File: src/rtl/pcsu_params.svh
`ifndef PCSU_PARAMS_SVH
`define PCSU_PARAMS_SVH

// register byte offsets; loop n configuration sits at CFG_BASE + 4*n
`define PCSU_ADDR_W 12
`define PCSU_CFG_BASE 12'h000
`define PCSU_CTRL_OFF 12'h020
`define PCSU_LOCK_OFF 12'h024
`define PCSU_ISTAT_OFF 12'h028
`define PCSU_IMASK_OFF 12'h02c

// configuration word fields, one byte per divider
`define PCSU_DIV_W 8
`define PCSU_REF_DIV_LSB 0
`define PCSU_LOOP_MUL_LSB 8
`define PCSU_POST_DIV_LSB 16
`define PCSU_SEC_DIV_LSB 24
`define PCSU_CFG_RESET 32'h01010101

// control word fields, one bit per loop in each byte
`define PCSU_SEC_EN_LSB 0
`define PCSU_RST_PIN_LSB 8
`define PCSU_FB_PIN_LSB 16
`define PCSU_SW_RST_LSB 24
`define PCSU_CTRL_RESET 32'h00000000

// interrupt status and mask fields
`define PCSU_GAIN_LSB 0
`define PCSU_LOSS_LSB 8
`define PCSU_IRQ_W 16
`define PCSU_IMASK_RESET 16'h0000

// loop behaviour
`define PCSU_MAX_LOOPS 8
`define PCSU_LOCK_WINDOWS 4
`define PCSU_HALF_INIT 8

`endif

File: src/rtl/pcsu_pkg.sv
package pcsu_pkg;
`include "pcsu_params.svh"

   typedef logic [`PCSU_DIV_W-1:0] pcsu_div_t;

   // field order matches the configuration word, reference divider lowest
   typedef struct packed {
      pcsu_div_t sec_div;
      pcsu_div_t post_div;
      pcsu_div_t loop_mul;
      pcsu_div_t ref_div;
   } pcsu_cfg_s;

   typedef struct packed {
      logic sec_en;
      logic rst_from_pin;
      logic fb_from_pin;
      logic sw_rst;
   } pcsu_ctrl_s;

   typedef enum logic [2:0] {
      PCSU_ST_RESET = 3'b001,
      PCSU_ST_ACQUIRE = 3'b010,
      PCSU_ST_LOCKED = 3'b100
   } pcsu_state_e;

endpackage

File: src/rtl/pcsu_loop.sv
// Register access over APB and the address map are this design's own decisions.
`timescale 1ns/1ps
`include "pcsu_params.svh"
module pcsu_loop
   import pcsu_pkg::*;
#(
   parameter int T_W = 16
) (
   input wire logic i_sys_clk,
   input wire logic i_rst_b,
   input wire pcsu_cfg_s i_cfg,
   input wire pcsu_ctrl_s i_ctrl,
   input wire logic i_fabric_rst,
   input wire logic i_ref_pin,
   input wire logic i_rst_pin,
   input wire logic i_fb_pin,
   output logic o_primary,
   output logic o_secondary,
   output logic o_lock
);

   localparam int CNT_W = `PCSU_DIV_W + 1;
   localparam logic [T_W-1:0] HALF_INIT = T_W'(`PCSU_HALF_INIT);
   localparam logic [T_W-1:0] HALF_MAX = {T_W{1'b1}};
   localparam logic [CNT_W-1:0] FB_MAX = {CNT_W{1'b1}};
   localparam logic [3:0] LAST_WIN = 4'(`PCSU_LOCK_WINDOWS - 1);
   // room for a window of up to 255 reference periods
   localparam int PH_W = T_W + `PCSU_DIV_W;
   localparam logic [PH_W-1:0] PH_MAX = {PH_W{1'b1}};

   // zero in a divider field behaves as divide by one
   function automatic pcsu_div_t nz(input pcsu_div_t d);
      return (d == '0) ? pcsu_div_t'(1) : d;
   endfunction

   logic ref_s1_reg, ref_s2_reg, ref_s3_reg;
   logic fb_s1_reg, fb_s2_reg, fb_s3_reg;
   logic rstp_s1_reg, rstp_s2_reg;
   pcsu_state_e state_reg, state_next;
   logic [T_W-1:0] half_reg, half_next, vco_cnt_reg, vco_cnt_next;
   pcsu_div_t post_cnt_reg, post_cnt_next, sec_cnt_reg, sec_cnt_next, ref_cnt_reg, ref_cnt_next;
   logic [CNT_W-1:0] fb_cnt_reg, fb_cnt_next;
   logic [3:0] win_cnt_reg, win_cnt_next;
   logic pri_reg, pri_next, pri_d_reg, sec_reg, sec_next, lock_reg, lock_next;
   logic loop_rst, ref_edge, fb_edge, win_end, vco_tick;
   pcsu_div_t m_eff, n_eff, v_eff, k_eff;
   logic [PH_W-1:0] ph_cnt_reg, ph_cnt_next, ph_first_reg, ph_first_next, ph_prev_reg, ph_prev_next;
   logic ph_seen_reg, ph_seen_next, ph_ok_reg, ph_ok_next;
   logic judged, ph_early, ph_late;

   always_comb begin
      m_eff = nz(i_cfg.ref_div);
      n_eff = nz(i_cfg.loop_mul);
      v_eff = nz(i_cfg.post_div);
      k_eff = nz(i_cfg.sec_div);
      loop_rst = i_ctrl.rst_from_pin ? rstp_s2_reg : (i_fabric_rst | i_ctrl.sw_rst);
      ref_edge = ref_s2_reg & ~ref_s3_reg;
      // board-level alignment closes the loop through a pin, device-level through the own net
      fb_edge = i_ctrl.fb_from_pin ? (fb_s2_reg & ~fb_s3_reg) : (pri_reg & ~pri_d_reg);
      win_end = ref_edge && (ref_cnt_reg >= m_eff - pcsu_div_t'(1));
      vco_tick = (vco_cnt_reg >= half_reg - T_W'(1));
      // an equal edge count alone lets a near frequency pass; the first edge must also hold its place
      judged = ph_ok_reg & ph_seen_reg;
      ph_early = judged && (ph_first_reg + PH_W'(1) < ph_prev_reg);
      ph_late = judged && (ph_first_reg > ph_prev_reg + PH_W'(1));
      state_next = state_reg;
      half_next = half_reg;
      vco_cnt_next = vco_cnt_reg + T_W'(1);
      post_cnt_next = post_cnt_reg;
      sec_cnt_next = sec_cnt_reg;
      pri_next = pri_reg;
      sec_next = sec_reg;
      ref_cnt_next = ref_cnt_reg;
      fb_cnt_next = fb_cnt_reg;
      win_cnt_next = win_cnt_reg;
      ph_cnt_next = (ph_cnt_reg != PH_MAX) ? ph_cnt_reg + PH_W'(1) : ph_cnt_reg;
      ph_first_next = ph_first_reg;
      ph_prev_next = ph_prev_reg;
      ph_seen_next = ph_seen_reg;
      ph_ok_next = ph_ok_reg;
      if (vco_tick) begin
         vco_cnt_next = '0;
         // oscillator runs post_div times faster than the primary output
         if (post_cnt_reg >= v_eff - pcsu_div_t'(1)) begin
            post_cnt_next = '0;
            pri_next = ~pri_reg;
            if (sec_cnt_reg >= k_eff - pcsu_div_t'(1)) begin
               sec_cnt_next = '0;
               sec_next = ~sec_reg;
            end else begin
               sec_cnt_next = sec_cnt_reg + pcsu_div_t'(1);
            end
         end else begin
            post_cnt_next = post_cnt_reg + pcsu_div_t'(1);
         end
      end
      if (!i_ctrl.sec_en) begin
         sec_next = 1'b0;
         sec_cnt_next = '0;
      end
      if (ref_edge) begin
         ref_cnt_next = win_end ? '0 : ref_cnt_reg + pcsu_div_t'(1);
      end
      if (win_end) begin
         fb_cnt_next = fb_edge ? CNT_W'(1) : '0;
      end else if (fb_edge && fb_cnt_reg != FB_MAX) begin
         fb_cnt_next = fb_cnt_reg + CNT_W'(1);
      end
      if (win_end) begin
         ph_cnt_next = PH_W'(1);
         ph_prev_next = ph_first_reg;
         ph_ok_next = ph_seen_reg;
         ph_seen_next = fb_edge;
         ph_first_next = '0;
      end else if (fb_edge && !ph_seen_reg) begin
         ph_seen_next = 1'b1;
         ph_first_next = ph_cnt_reg;
      end
      case (state_reg)
         PCSU_ST_RESET: begin
            state_next = PCSU_ST_ACQUIRE;
         end
         PCSU_ST_ACQUIRE, PCSU_ST_LOCKED: begin
            // feedback edges per ref_div reference edges must equal loop_mul
            if (win_end) begin
               // a drifting first edge steers like a count error; a step voids the next window's judgement
               if (fb_cnt_reg < {1'b0, n_eff} || (fb_cnt_reg == {1'b0, n_eff} && ph_late)) begin
                  half_next = (half_reg > T_W'(1)) ? half_reg - T_W'(1) : half_reg;
                  win_cnt_next = '0;
                  ph_ok_next = 1'b0;
                  state_next = PCSU_ST_ACQUIRE;
               end else if (fb_cnt_reg > {1'b0, n_eff} || ph_early) begin
                  half_next = (half_reg != HALF_MAX) ? half_reg + T_W'(1) : half_reg;
                  win_cnt_next = '0;
                  ph_ok_next = 1'b0;
                  state_next = PCSU_ST_ACQUIRE;
               end else if (!judged) begin
                  win_cnt_next = '0;
               end else if (state_reg == PCSU_ST_ACQUIRE) begin
                  if (win_cnt_reg == LAST_WIN) begin
                     state_next = PCSU_ST_LOCKED;
                  end else begin
                     win_cnt_next = win_cnt_reg + 4'h1;
                  end
               end
            end
         end
         default: begin
            state_next = PCSU_ST_RESET;
         end
      endcase
      if (loop_rst) begin
         state_next = PCSU_ST_RESET;
         half_next = HALF_INIT;
         vco_cnt_next = '0;
         post_cnt_next = '0;
         sec_cnt_next = '0;
         pri_next = 1'b0;
         sec_next = 1'b0;
         ref_cnt_next = '0;
         fb_cnt_next = '0;
         win_cnt_next = '0;
         ph_cnt_next = '0;
         ph_first_next = '0;
         ph_prev_next = '0;
         ph_seen_next = 1'b0;
         ph_ok_next = 1'b0;
      end
      lock_next = (state_next == PCSU_ST_LOCKED);
   end

   always_ff @(posedge i_sys_clk) begin
      if (!i_rst_b) begin
         ref_s1_reg <= 1'b0;
         ref_s2_reg <= 1'b0;
         ref_s3_reg <= 1'b0;
         fb_s1_reg <= 1'b0;
         fb_s2_reg <= 1'b0;
         fb_s3_reg <= 1'b0;
         rstp_s1_reg <= 1'b0;
         rstp_s2_reg <= 1'b0;
         state_reg <= PCSU_ST_RESET;
         half_reg <= HALF_INIT;
         vco_cnt_reg <= '0;
         post_cnt_reg <= '0;
         sec_cnt_reg <= '0;
         pri_reg <= 1'b0;
         pri_d_reg <= 1'b0;
         sec_reg <= 1'b0;
         ref_cnt_reg <= '0;
         fb_cnt_reg <= '0;
         win_cnt_reg <= '0;
         ph_cnt_reg <= '0;
         ph_first_reg <= '0;
         ph_prev_reg <= '0;
         ph_seen_reg <= 1'b0;
         ph_ok_reg <= 1'b0;
         lock_reg <= 1'b0;
      end else begin
         ref_s1_reg <= i_ref_pin;
         ref_s2_reg <= ref_s1_reg;
         ref_s3_reg <= ref_s2_reg;
         fb_s1_reg <= i_fb_pin;
         fb_s2_reg <= fb_s1_reg;
         fb_s3_reg <= fb_s2_reg;
         rstp_s1_reg <= i_rst_pin;
         rstp_s2_reg <= rstp_s1_reg;
         state_reg <= state_next;
         half_reg <= half_next;
         vco_cnt_reg <= vco_cnt_next;
         post_cnt_reg <= post_cnt_next;
         sec_cnt_reg <= sec_cnt_next;
         pri_reg <= pri_next;
         pri_d_reg <= pri_reg;
         sec_reg <= sec_next;
         ref_cnt_reg <= ref_cnt_next;
         fb_cnt_reg <= fb_cnt_next;
         win_cnt_reg <= win_cnt_next;
         ph_cnt_reg <= ph_cnt_next;
         ph_first_reg <= ph_first_next;
         ph_prev_reg <= ph_prev_next;
         ph_seen_reg <= ph_seen_next;
         ph_ok_reg <= ph_ok_next;
         lock_reg <= lock_next;
      end
   end

   assign o_primary = pri_reg;
   assign o_secondary = sec_reg;
   assign o_lock = lock_reg;

endmodule

File: src/rtl/pcsu_top.sv
`timescale 1ns/1ps
`include "pcsu_params.svh"
// Function
// - up to eight identical synthesis loops, one unit instance each
// - loop n takes reference from pin n and drives primary onto net n
// - optional divided secondary clock drives the next net up, the top loop's wrapping to net 0
// - every loop has its own reset, feedback and lock signals
// - loop reset selectable between fabric signal and dedicated pin
// - feedback selectable between dedicated pin and own global net
// - lock indication goes out to fabric through one register stage
// - four divider settings per loop set the output frequencies
// - reference divider divides, loop factor multiplies
// - post-scaler lets oscillator run faster than primary output
// - secondary divider divides primary, used only when secondary enabled
// - feedback source selects board-level or device-level alignment
module pcsu_top
   import pcsu_pkg::*;
#(
   parameter int NUM_LOOPS = 8,
   parameter int T_W = 16
) (
   input wire logic i_sys_clk,
   input wire logic i_rst_b,
   input wire logic i_psel,
   input wire logic i_penable,
   input wire logic i_pwrite,
   input wire logic [`PCSU_ADDR_W-1:0] i_paddr,
   input wire logic [31:0] i_pwdata,
   input wire logic [3:0] i_pstrb,
   output logic [31:0] o_prdata,
   output logic o_pready,
   output logic o_pslverr,
   input wire logic [NUM_LOOPS-1:0] i_global_clock_pin,
   input wire logic [NUM_LOOPS-1:0] i_loop_reset_pin,
   input wire logic [NUM_LOOPS-1:0] i_loop_feedback_in,
   input wire logic [NUM_LOOPS-1:0] i_fabric_reset,
   output logic [NUM_LOOPS-1:0] o_global_net,
   output logic [NUM_LOOPS-1:0] o_loop_lock,
   output logic o_irq
);

   localparam int ML = `PCSU_MAX_LOOPS;

   if (NUM_LOOPS < 1 || NUM_LOOPS > ML) begin : g_bad_count
      $error("pcsu_top: NUM_LOOPS must be 1 to 8");
   end
   if (T_W < 4 || T_W > 24) begin : g_bad_width
      $error("pcsu_top: T_W must be 4 to 24");
   end

   // byte-lane merge for writable registers
   function automatic logic [31:0] merge_strb(input logic [31:0] old, input logic [31:0] wd,
                                              input logic [3:0] strb);
      logic [31:0] r;
      r = old;
      for (int b = 0; b < 4; b++) begin
         if (strb[b]) begin
            r[b*8 +: 8] = wd[b*8 +: 8];
         end
      end
      return r;
   endfunction

   function automatic logic is_cfg(input logic [`PCSU_ADDR_W-1:0] a);
      return (a[`PCSU_ADDR_W-1:5] == `PCSU_CFG_BASE >> 5) && (32'(a[4:2]) < NUM_LOOPS);
   endfunction

   function automatic logic hit(input logic [`PCSU_ADDR_W-1:0] a, input logic [`PCSU_ADDR_W-1:0] off);
      return a[`PCSU_ADDR_W-1:2] == off[`PCSU_ADDR_W-1:2];
   endfunction

   pcsu_cfg_s cfg_reg [ML];
   pcsu_cfg_s cfg_next [ML];
   logic [31:0] ctrl_reg, ctrl_next;
   logic [`PCSU_IRQ_W-1:0] istat_reg, istat_next, imask_reg, imask_next;
   logic [ML-1:0] lock_d_reg;
   logic [NUM_LOOPS-1:0] net_reg, net_next, lock_out_reg;
   logic irq_reg, irq_next;
   logic [31:0] prdata_reg, prdata_next;
   logic pready_reg, pready_next, pslverr_reg, pslverr_next;
   logic access, take, wr, mapped;
   logic [ML-1:0] pri_w, sec_w, lock_w, gain, loss;
   logic [2:0] cfg_idx;

   // fixed one-wait-state slave: data and error are registered in the same cycle as pready
   always_comb begin
      access = i_psel & i_penable;
      take = access & pready_reg;
      wr = take & i_pwrite;
      cfg_idx = i_paddr[4:2];
      mapped = is_cfg(i_paddr) | hit(i_paddr, `PCSU_CTRL_OFF) | hit(i_paddr, `PCSU_LOCK_OFF) |
               hit(i_paddr, `PCSU_ISTAT_OFF) | hit(i_paddr, `PCSU_IMASK_OFF);
      pready_next = access & ~pready_reg;
      pslverr_next = pready_next & ~mapped;
      prdata_next = 32'h0;
      if (pready_next && !i_pwrite) begin
         if (is_cfg(i_paddr)) begin
            prdata_next = cfg_reg[cfg_idx];
         end else if (hit(i_paddr, `PCSU_CTRL_OFF)) begin
            prdata_next = ctrl_reg;
         end else if (hit(i_paddr, `PCSU_LOCK_OFF)) begin
            prdata_next = {24'h0, lock_w};
         end else if (hit(i_paddr, `PCSU_ISTAT_OFF)) begin
            prdata_next = {16'h0, istat_reg};
         end else if (hit(i_paddr, `PCSU_IMASK_OFF)) begin
            prdata_next = {16'h0, imask_reg};
         end
      end
      for (int i = 0; i < ML; i++) begin
         cfg_next[i] = cfg_reg[i];
      end
      if (wr && is_cfg(i_paddr)) begin
         cfg_next[cfg_idx] = merge_strb(cfg_reg[cfg_idx], i_pwdata, i_pstrb);
      end
      ctrl_next = ctrl_reg;
      if (wr && hit(i_paddr, `PCSU_CTRL_OFF)) begin
         ctrl_next = merge_strb(ctrl_reg, i_pwdata, i_pstrb);
      end
      imask_next = imask_reg;
      if (wr && hit(i_paddr, `PCSU_IMASK_OFF)) begin
         imask_next = `PCSU_IRQ_W'(merge_strb({16'h0, imask_reg}, i_pwdata, i_pstrb));
      end
      gain = lock_w & ~lock_d_reg;
      loss = ~lock_w & lock_d_reg;
      istat_next = istat_reg;
      if (take && !i_pwrite && hit(i_paddr, `PCSU_ISTAT_OFF)) begin
         istat_next = '0;
      end
      // a lock change in the clearing cycle survives the read
      istat_next = istat_next | {loss, gain};
      irq_next = |(istat_next & imask_next);
   end

   for (genvar i = 0; i < ML; i++) begin : g_loop
      if (i < NUM_LOOPS) begin : g_on
         localparam int PREV = (i == 0) ? NUM_LOOPS - 1 : i - 1;
         pcsu_ctrl_s ctrl_i;
         assign ctrl_i = '{sec_en: ctrl_reg[`PCSU_SEC_EN_LSB + i],
                           rst_from_pin: ctrl_reg[`PCSU_RST_PIN_LSB + i],
                           fb_from_pin: ctrl_reg[`PCSU_FB_PIN_LSB + i],
                           sw_rst: ctrl_reg[`PCSU_SW_RST_LSB + i]};
         pcsu_loop #(
            .T_W(T_W)
         ) u_loop (
            .i_sys_clk(i_sys_clk),
            .i_rst_b(i_rst_b),
            .i_cfg(cfg_reg[i]),
            .i_ctrl(ctrl_i),
            .i_fabric_rst(i_fabric_reset[i]),
            .i_ref_pin(i_global_clock_pin[i]),
            .i_rst_pin(i_loop_reset_pin[i]),
            .i_fb_pin(i_loop_feedback_in[i]),
            .o_primary(pri_w[i]),
            .o_secondary(sec_w[i]),
            .o_lock(lock_w[i])
         );
         // an enabled secondary from the loop below (the top loop for net 0) claims this net
         assign net_next[i] = ctrl_reg[`PCSU_SEC_EN_LSB + PREV] ? sec_w[PREV] : pri_w[i];
      end else begin : g_off
         assign pri_w[i] = 1'b0;
         assign sec_w[i] = 1'b0;
         assign lock_w[i] = 1'b0;
      end
   end

   always_ff @(posedge i_sys_clk) begin
      if (!i_rst_b) begin
         for (int i = 0; i < ML; i++) begin
            cfg_reg[i] <= `PCSU_CFG_RESET;
         end
         ctrl_reg <= `PCSU_CTRL_RESET;
         istat_reg <= '0;
         imask_reg <= `PCSU_IMASK_RESET;
         lock_d_reg <= '0;
         net_reg <= '0;
         lock_out_reg <= '0;
         irq_reg <= 1'b0;
         prdata_reg <= 32'h0;
         pready_reg <= 1'b0;
         pslverr_reg <= 1'b0;
      end else begin
         for (int i = 0; i < ML; i++) begin
            cfg_reg[i] <= cfg_next[i];
         end
         ctrl_reg <= ctrl_next;
         istat_reg <= istat_next;
         imask_reg <= imask_next;
         lock_d_reg <= lock_w;
         net_reg <= net_next;
         lock_out_reg <= lock_w[NUM_LOOPS-1:0];
         irq_reg <= irq_next;
         prdata_reg <= prdata_next;
         pready_reg <= pready_next;
         pslverr_reg <= pslverr_next;
      end
   end

   assign o_prdata = prdata_reg;
   assign o_pready = pready_reg;
   assign o_pslverr = pslverr_reg;
   assign o_global_net = net_reg;
   assign o_loop_lock = lock_out_reg;
   assign o_irq = irq_reg;

endmodule

File: config.mk
export PLATFORM = sky130hd
export DESIGN_NAME = pcsu_top
export DESIGN_NICKNAME = d
export VERILOG_FILES = /design/src/rtl/pcsu_pkg.sv /design/src/rtl/pcsu_loop.sv /design/src/rtl/pcsu_top.sv
export VERILOG_INCLUDE_DIRS = /design/src /design/src/rtl
export SDC_FILE = /design/constraint.sdc
export NUM_CORES = 2
export LEC_CHECK = 0
export BUFFER_PORTS_ARGS = -buffer_cell sky130_fd_sc_hd__buf_2
export CORE_ASPECT_RATIO = 1.4
export CORE_MARGIN = 3
export CORE_UTILIZATION = 40
export CTS_BUF_LIST = sky130_fd_sc_hd__clkbuf_4 sky130_fd_sc_hd__clkbuf_8 sky130_fd_sc_hd__clkbuf_16
export DETAILED_ROUTE_END_ITERATION = 6
export PLACE_DENSITY = 0.65
export SLEW_MARGIN = 30
export SYNTH_ARGS = -nofsm -noshare
export SYNTH_HDL_FRONTEND = slang
export SYNTH_SLANG_ARGS = --single-unit
File: constraint.sdc
create_clock -name i_sys_clk -period 11.8 [get_ports i_sys_clk]
set_input_delay 1.18 -clock i_sys_clk [delete_from_list [all_inputs] [get_ports i_sys_clk]]
set_output_delay 1.18 -clock i_sys_clk [all_outputs]
set_load 0.02 [all_outputs]
==> impl_metrics.py <==
metrics = {
    "route": {
        "drt_first_iter_violations": 5373,
        "vias": 81202,
        "drc_errors": 0,
        "avgViaCountPerCell": 5.38,
        "route.final.wire_length_um": 265000,
        "routed_wire_length_per_instance_um": 17.6,
        "drtPass1Iterations": 6,
        "drtAntennaViolNets": 0,
    },
    "clocking": {
        "clkLatencyLatePin_ns": 0.87,
        "htree_depth": 4,
        "worst_setup_hold_path_clk_slew_ns": 0.07,
        "tritoncts_clock_tree": "built",
        "tritoncts_num_sinks": 1635,
        "cts_repair_resize_count": 0,
        "post_cts_buffers": 0,
        "ctsRootBufferMaster": "clkbuf_16",
        "cts-root-to-sink-buffers": 4,
        "cts_made_buffers": 173,
        "cts_hold_buffers": 0,
    },
    "layout": {
        "post_route_cells_drive_above_1_share_pct": 6.31,
        "nNetsFinal": 12730,
        "fillCellCount": 23870,
        "register_area_mm2": 0.0327,
        "multi_input_comb_area_mm2": 0.0606,
        "final_cell_mix": "dfxtp_1, nand2_1, nor2_1",
        "final_area_mm2": 0.107,
        "mostFrequentLayoutCell": "dfxtp_1",
        "largest_register_ff_count": 256,
        "area_delta_synth_final_pct": 10.4,
    },
    "place": {
        "dp.final_hpwl_um": 195000,
        "postPlaceCellArea_mm2": 0.100,
        "io_buffer_count": 133,
        "pre_cts_slack_ns": 6.19,
        "final_weighted_congestion_of_routability_driven_global_placement": 0.997,
    },
    "min_path": {
        "hold_class": "register to register",
    },
    "synth": {
        "syn_inst": 11844,
        "post_synth_instance_area_mm2": 0.0966,
        "synth_enable_flop_cells": 0,
        "synth_nets": 12825,
        "netlist.area_leader.share_pct": 33.9,
        "synthFlopType": "dfxtp_1",
        "synth.area.top_cells": "dfxtp_1, ha_1, nand2_1, xnor2_1, nor2_1",
        "post_synth_num_cell_types": 89,
        "synth-warning-count": 0,
        "avgSynthCellArea_um2": 8.16,
        "synth-seq-area-share_pct": 33.9,
        "ff_latch_count_synth": 1635,
        "postSynth.asyncResetShare_pct": 0,
        "synth_largest_area_cell": "dfxtp_1",
    },
    "floorplanning": {
        "ios": 136,
        "core-area_mm2": 0.239,
        "y_dimension_of_the_die_um": 587,
        "floorplan.die_area_mm2": 0.248,
        "initial_utilization_pct": 40.4,
        "die_span_in_x_um": 421,
        "num_rows": 212,
    },
    "timing": {
        "timing.setup.tns_ns": 0,
        "final-max-slew-violation-count": 0,
        "finalSetupViolations": 0,
        "worstMarginPinSlew_ns": 1.04,
        "worst_slew_margin_rel_pct": 29.1,
        "rsz0062_at_grt": "false",
        "report.final.hold_viol_count": 0,
        "clock_skew_ns": 0.0953,
        "period_share_pct": 47.9,
        "achievable-frequency_mhz": 177,
        "timing.final.ws_setup_ns": 6.15,
        "finalHoldWorstSlack_ns": 0.421,
        "layout_min_cycle_time_ns": 5.65,
    },
    "setup_path": {
        "crit_path_arrival_time_ns": 6.40,
        "critical_path.max_fanout": 30,
        "timing_worst_setup_path_type": "register to register",
        "startpoint_type": "register",
        "critPathRequiredTime_ns": 12.55,
        "critical_path.endpoint_type": "register",
    },
    "run": {
        "max_cap_violations": 0,
    },
    "power": {
        "ir_worst_vdd_mv": 0.110,
        "power.static_leakage_nw": 39.5,
        "powerDensity_mw_per_mm2": 111,
    },
    "global_route": {
        "grt_start_max_net_pins": 107,
        "overall_overflow_remaining_after_global_route": 0,
        "grt_first_pass_wirelength_um": 421000,
        "grt_antenna_before_repair": 25,
        "grt.total_usage_pct": 20.7,
        "first_global_vias": 77550,
    },
    "status": {
        "outcome": "finished, final reports clean",
    },
}
==> where the power goes <==
part           internal, mW  switching (mW)  total (mW)
clock network          3.55            2.41        5.96
logic                0.0885           0.232       0.320
registers              5.54          0.0185        5.56
==> Yosys cell counts, types with 214 or more instances <==
master / number
dfxtp_1: 1635
nand2_1: 1606
nor2_1: 1328
ha_1: 896
a21oi_1: 713
xnor2_1: 654
nand3_1: 504
clkbuf_1: 470
xor2_1: 458
inv_1: 450
o21ai_0: 335
mux2i_1: 260
nor3_1: 251
nand4_1: 247
a21boi_0: 237
and3_1: 214
==> layout make-up <==
cell class,count,share of cell area [%]
clock buffer,218,4.56
tap,3210,3.77
inverter,451,1.59
antenna,15,0.0352
sequential,1635,30.7
multi-input combinational,9262,56.9
timing repair buffer,226,1.31
clock inverter,85,1.15
==> per-stage QoR <==
step / total power [mW] / instances / utilization, %
after CTS: 12.0 / 15086 / 44.5
after floorplan: 5.87 / 11844 / -
after global placement: 6.00 / 14782 / 42.0
final: 11.8 / 15102 / 44.6
after detailed placement: 6.00 / 14783 / 42.0
after global routing: 12.2 / 15089 / 44.5
==> per-layer routing <==
layer / wire length (um) / GRT usage (%) / part of all wire [%]
met1: 109000 / 24.2 / 41
met2: 126000 / 36.1 / 48
met3: 13600 / 3.18 / 5.1
met4: 16600 / 11.6 / 6.3
met5: 99 / 0 / 0.037
==> cell families after synthesis <==
kind of cell	count (synthesis)	synth area share, %
buf+inv	947	3.71
compound gates	1863	12.1
mux	349	4.10
fa+ha+maj	896	11.6
simple gates	5042	24.5
xor+xnor	1112	10.1
flops	1635	33.9
==> critical path, cell delays in order, from the launching register on <==
cell and delay [ns]:
dfxtp_1 0.41, inv_1 0.09, nor3_1 0.25, and3_1 0.26
nand2_1 0.10, nor2_1 0.17, nand4_1 0.22, nor2_1 0.28
nand4_1 0.16, xnor2_1 0.16, ha_1 0.29, nand4_1 0.13
nor3_1 0.07, a221oi_1 0.24, o21ai_0 0.12, o21ai_0 0.75
and2_1 0.67, a211o_1 0.80, a21oi_1 0.09, o221a_2 0.28
==> worst paths after layout <==
check        cells after the start  slack (ns)                            startpoint                                 end
max                             19        6.15  g_loop[2].g_on.u_loop.ph_prev_reg[2]  g_loop[2].g_on.u_loop.half_reg[14]
min                              1        0.42       g_loop[3].g_on.u_loop.fb_s2_reg     g_loop[3].g_on.u_loop.fb_s3_reg
max reg2reg                     19        6.15  g_loop[2].g_on.u_loop.ph_prev_reg[2]  g_loop[2].g_on.u_loop.half_reg[14]
min reg2reg                      1        0.42       g_loop[3].g_on.u_loop.fb_s2_reg     g_loop[3].g_on.u_loop.fb_s3_reg
(Power assumes the default switching activity.)
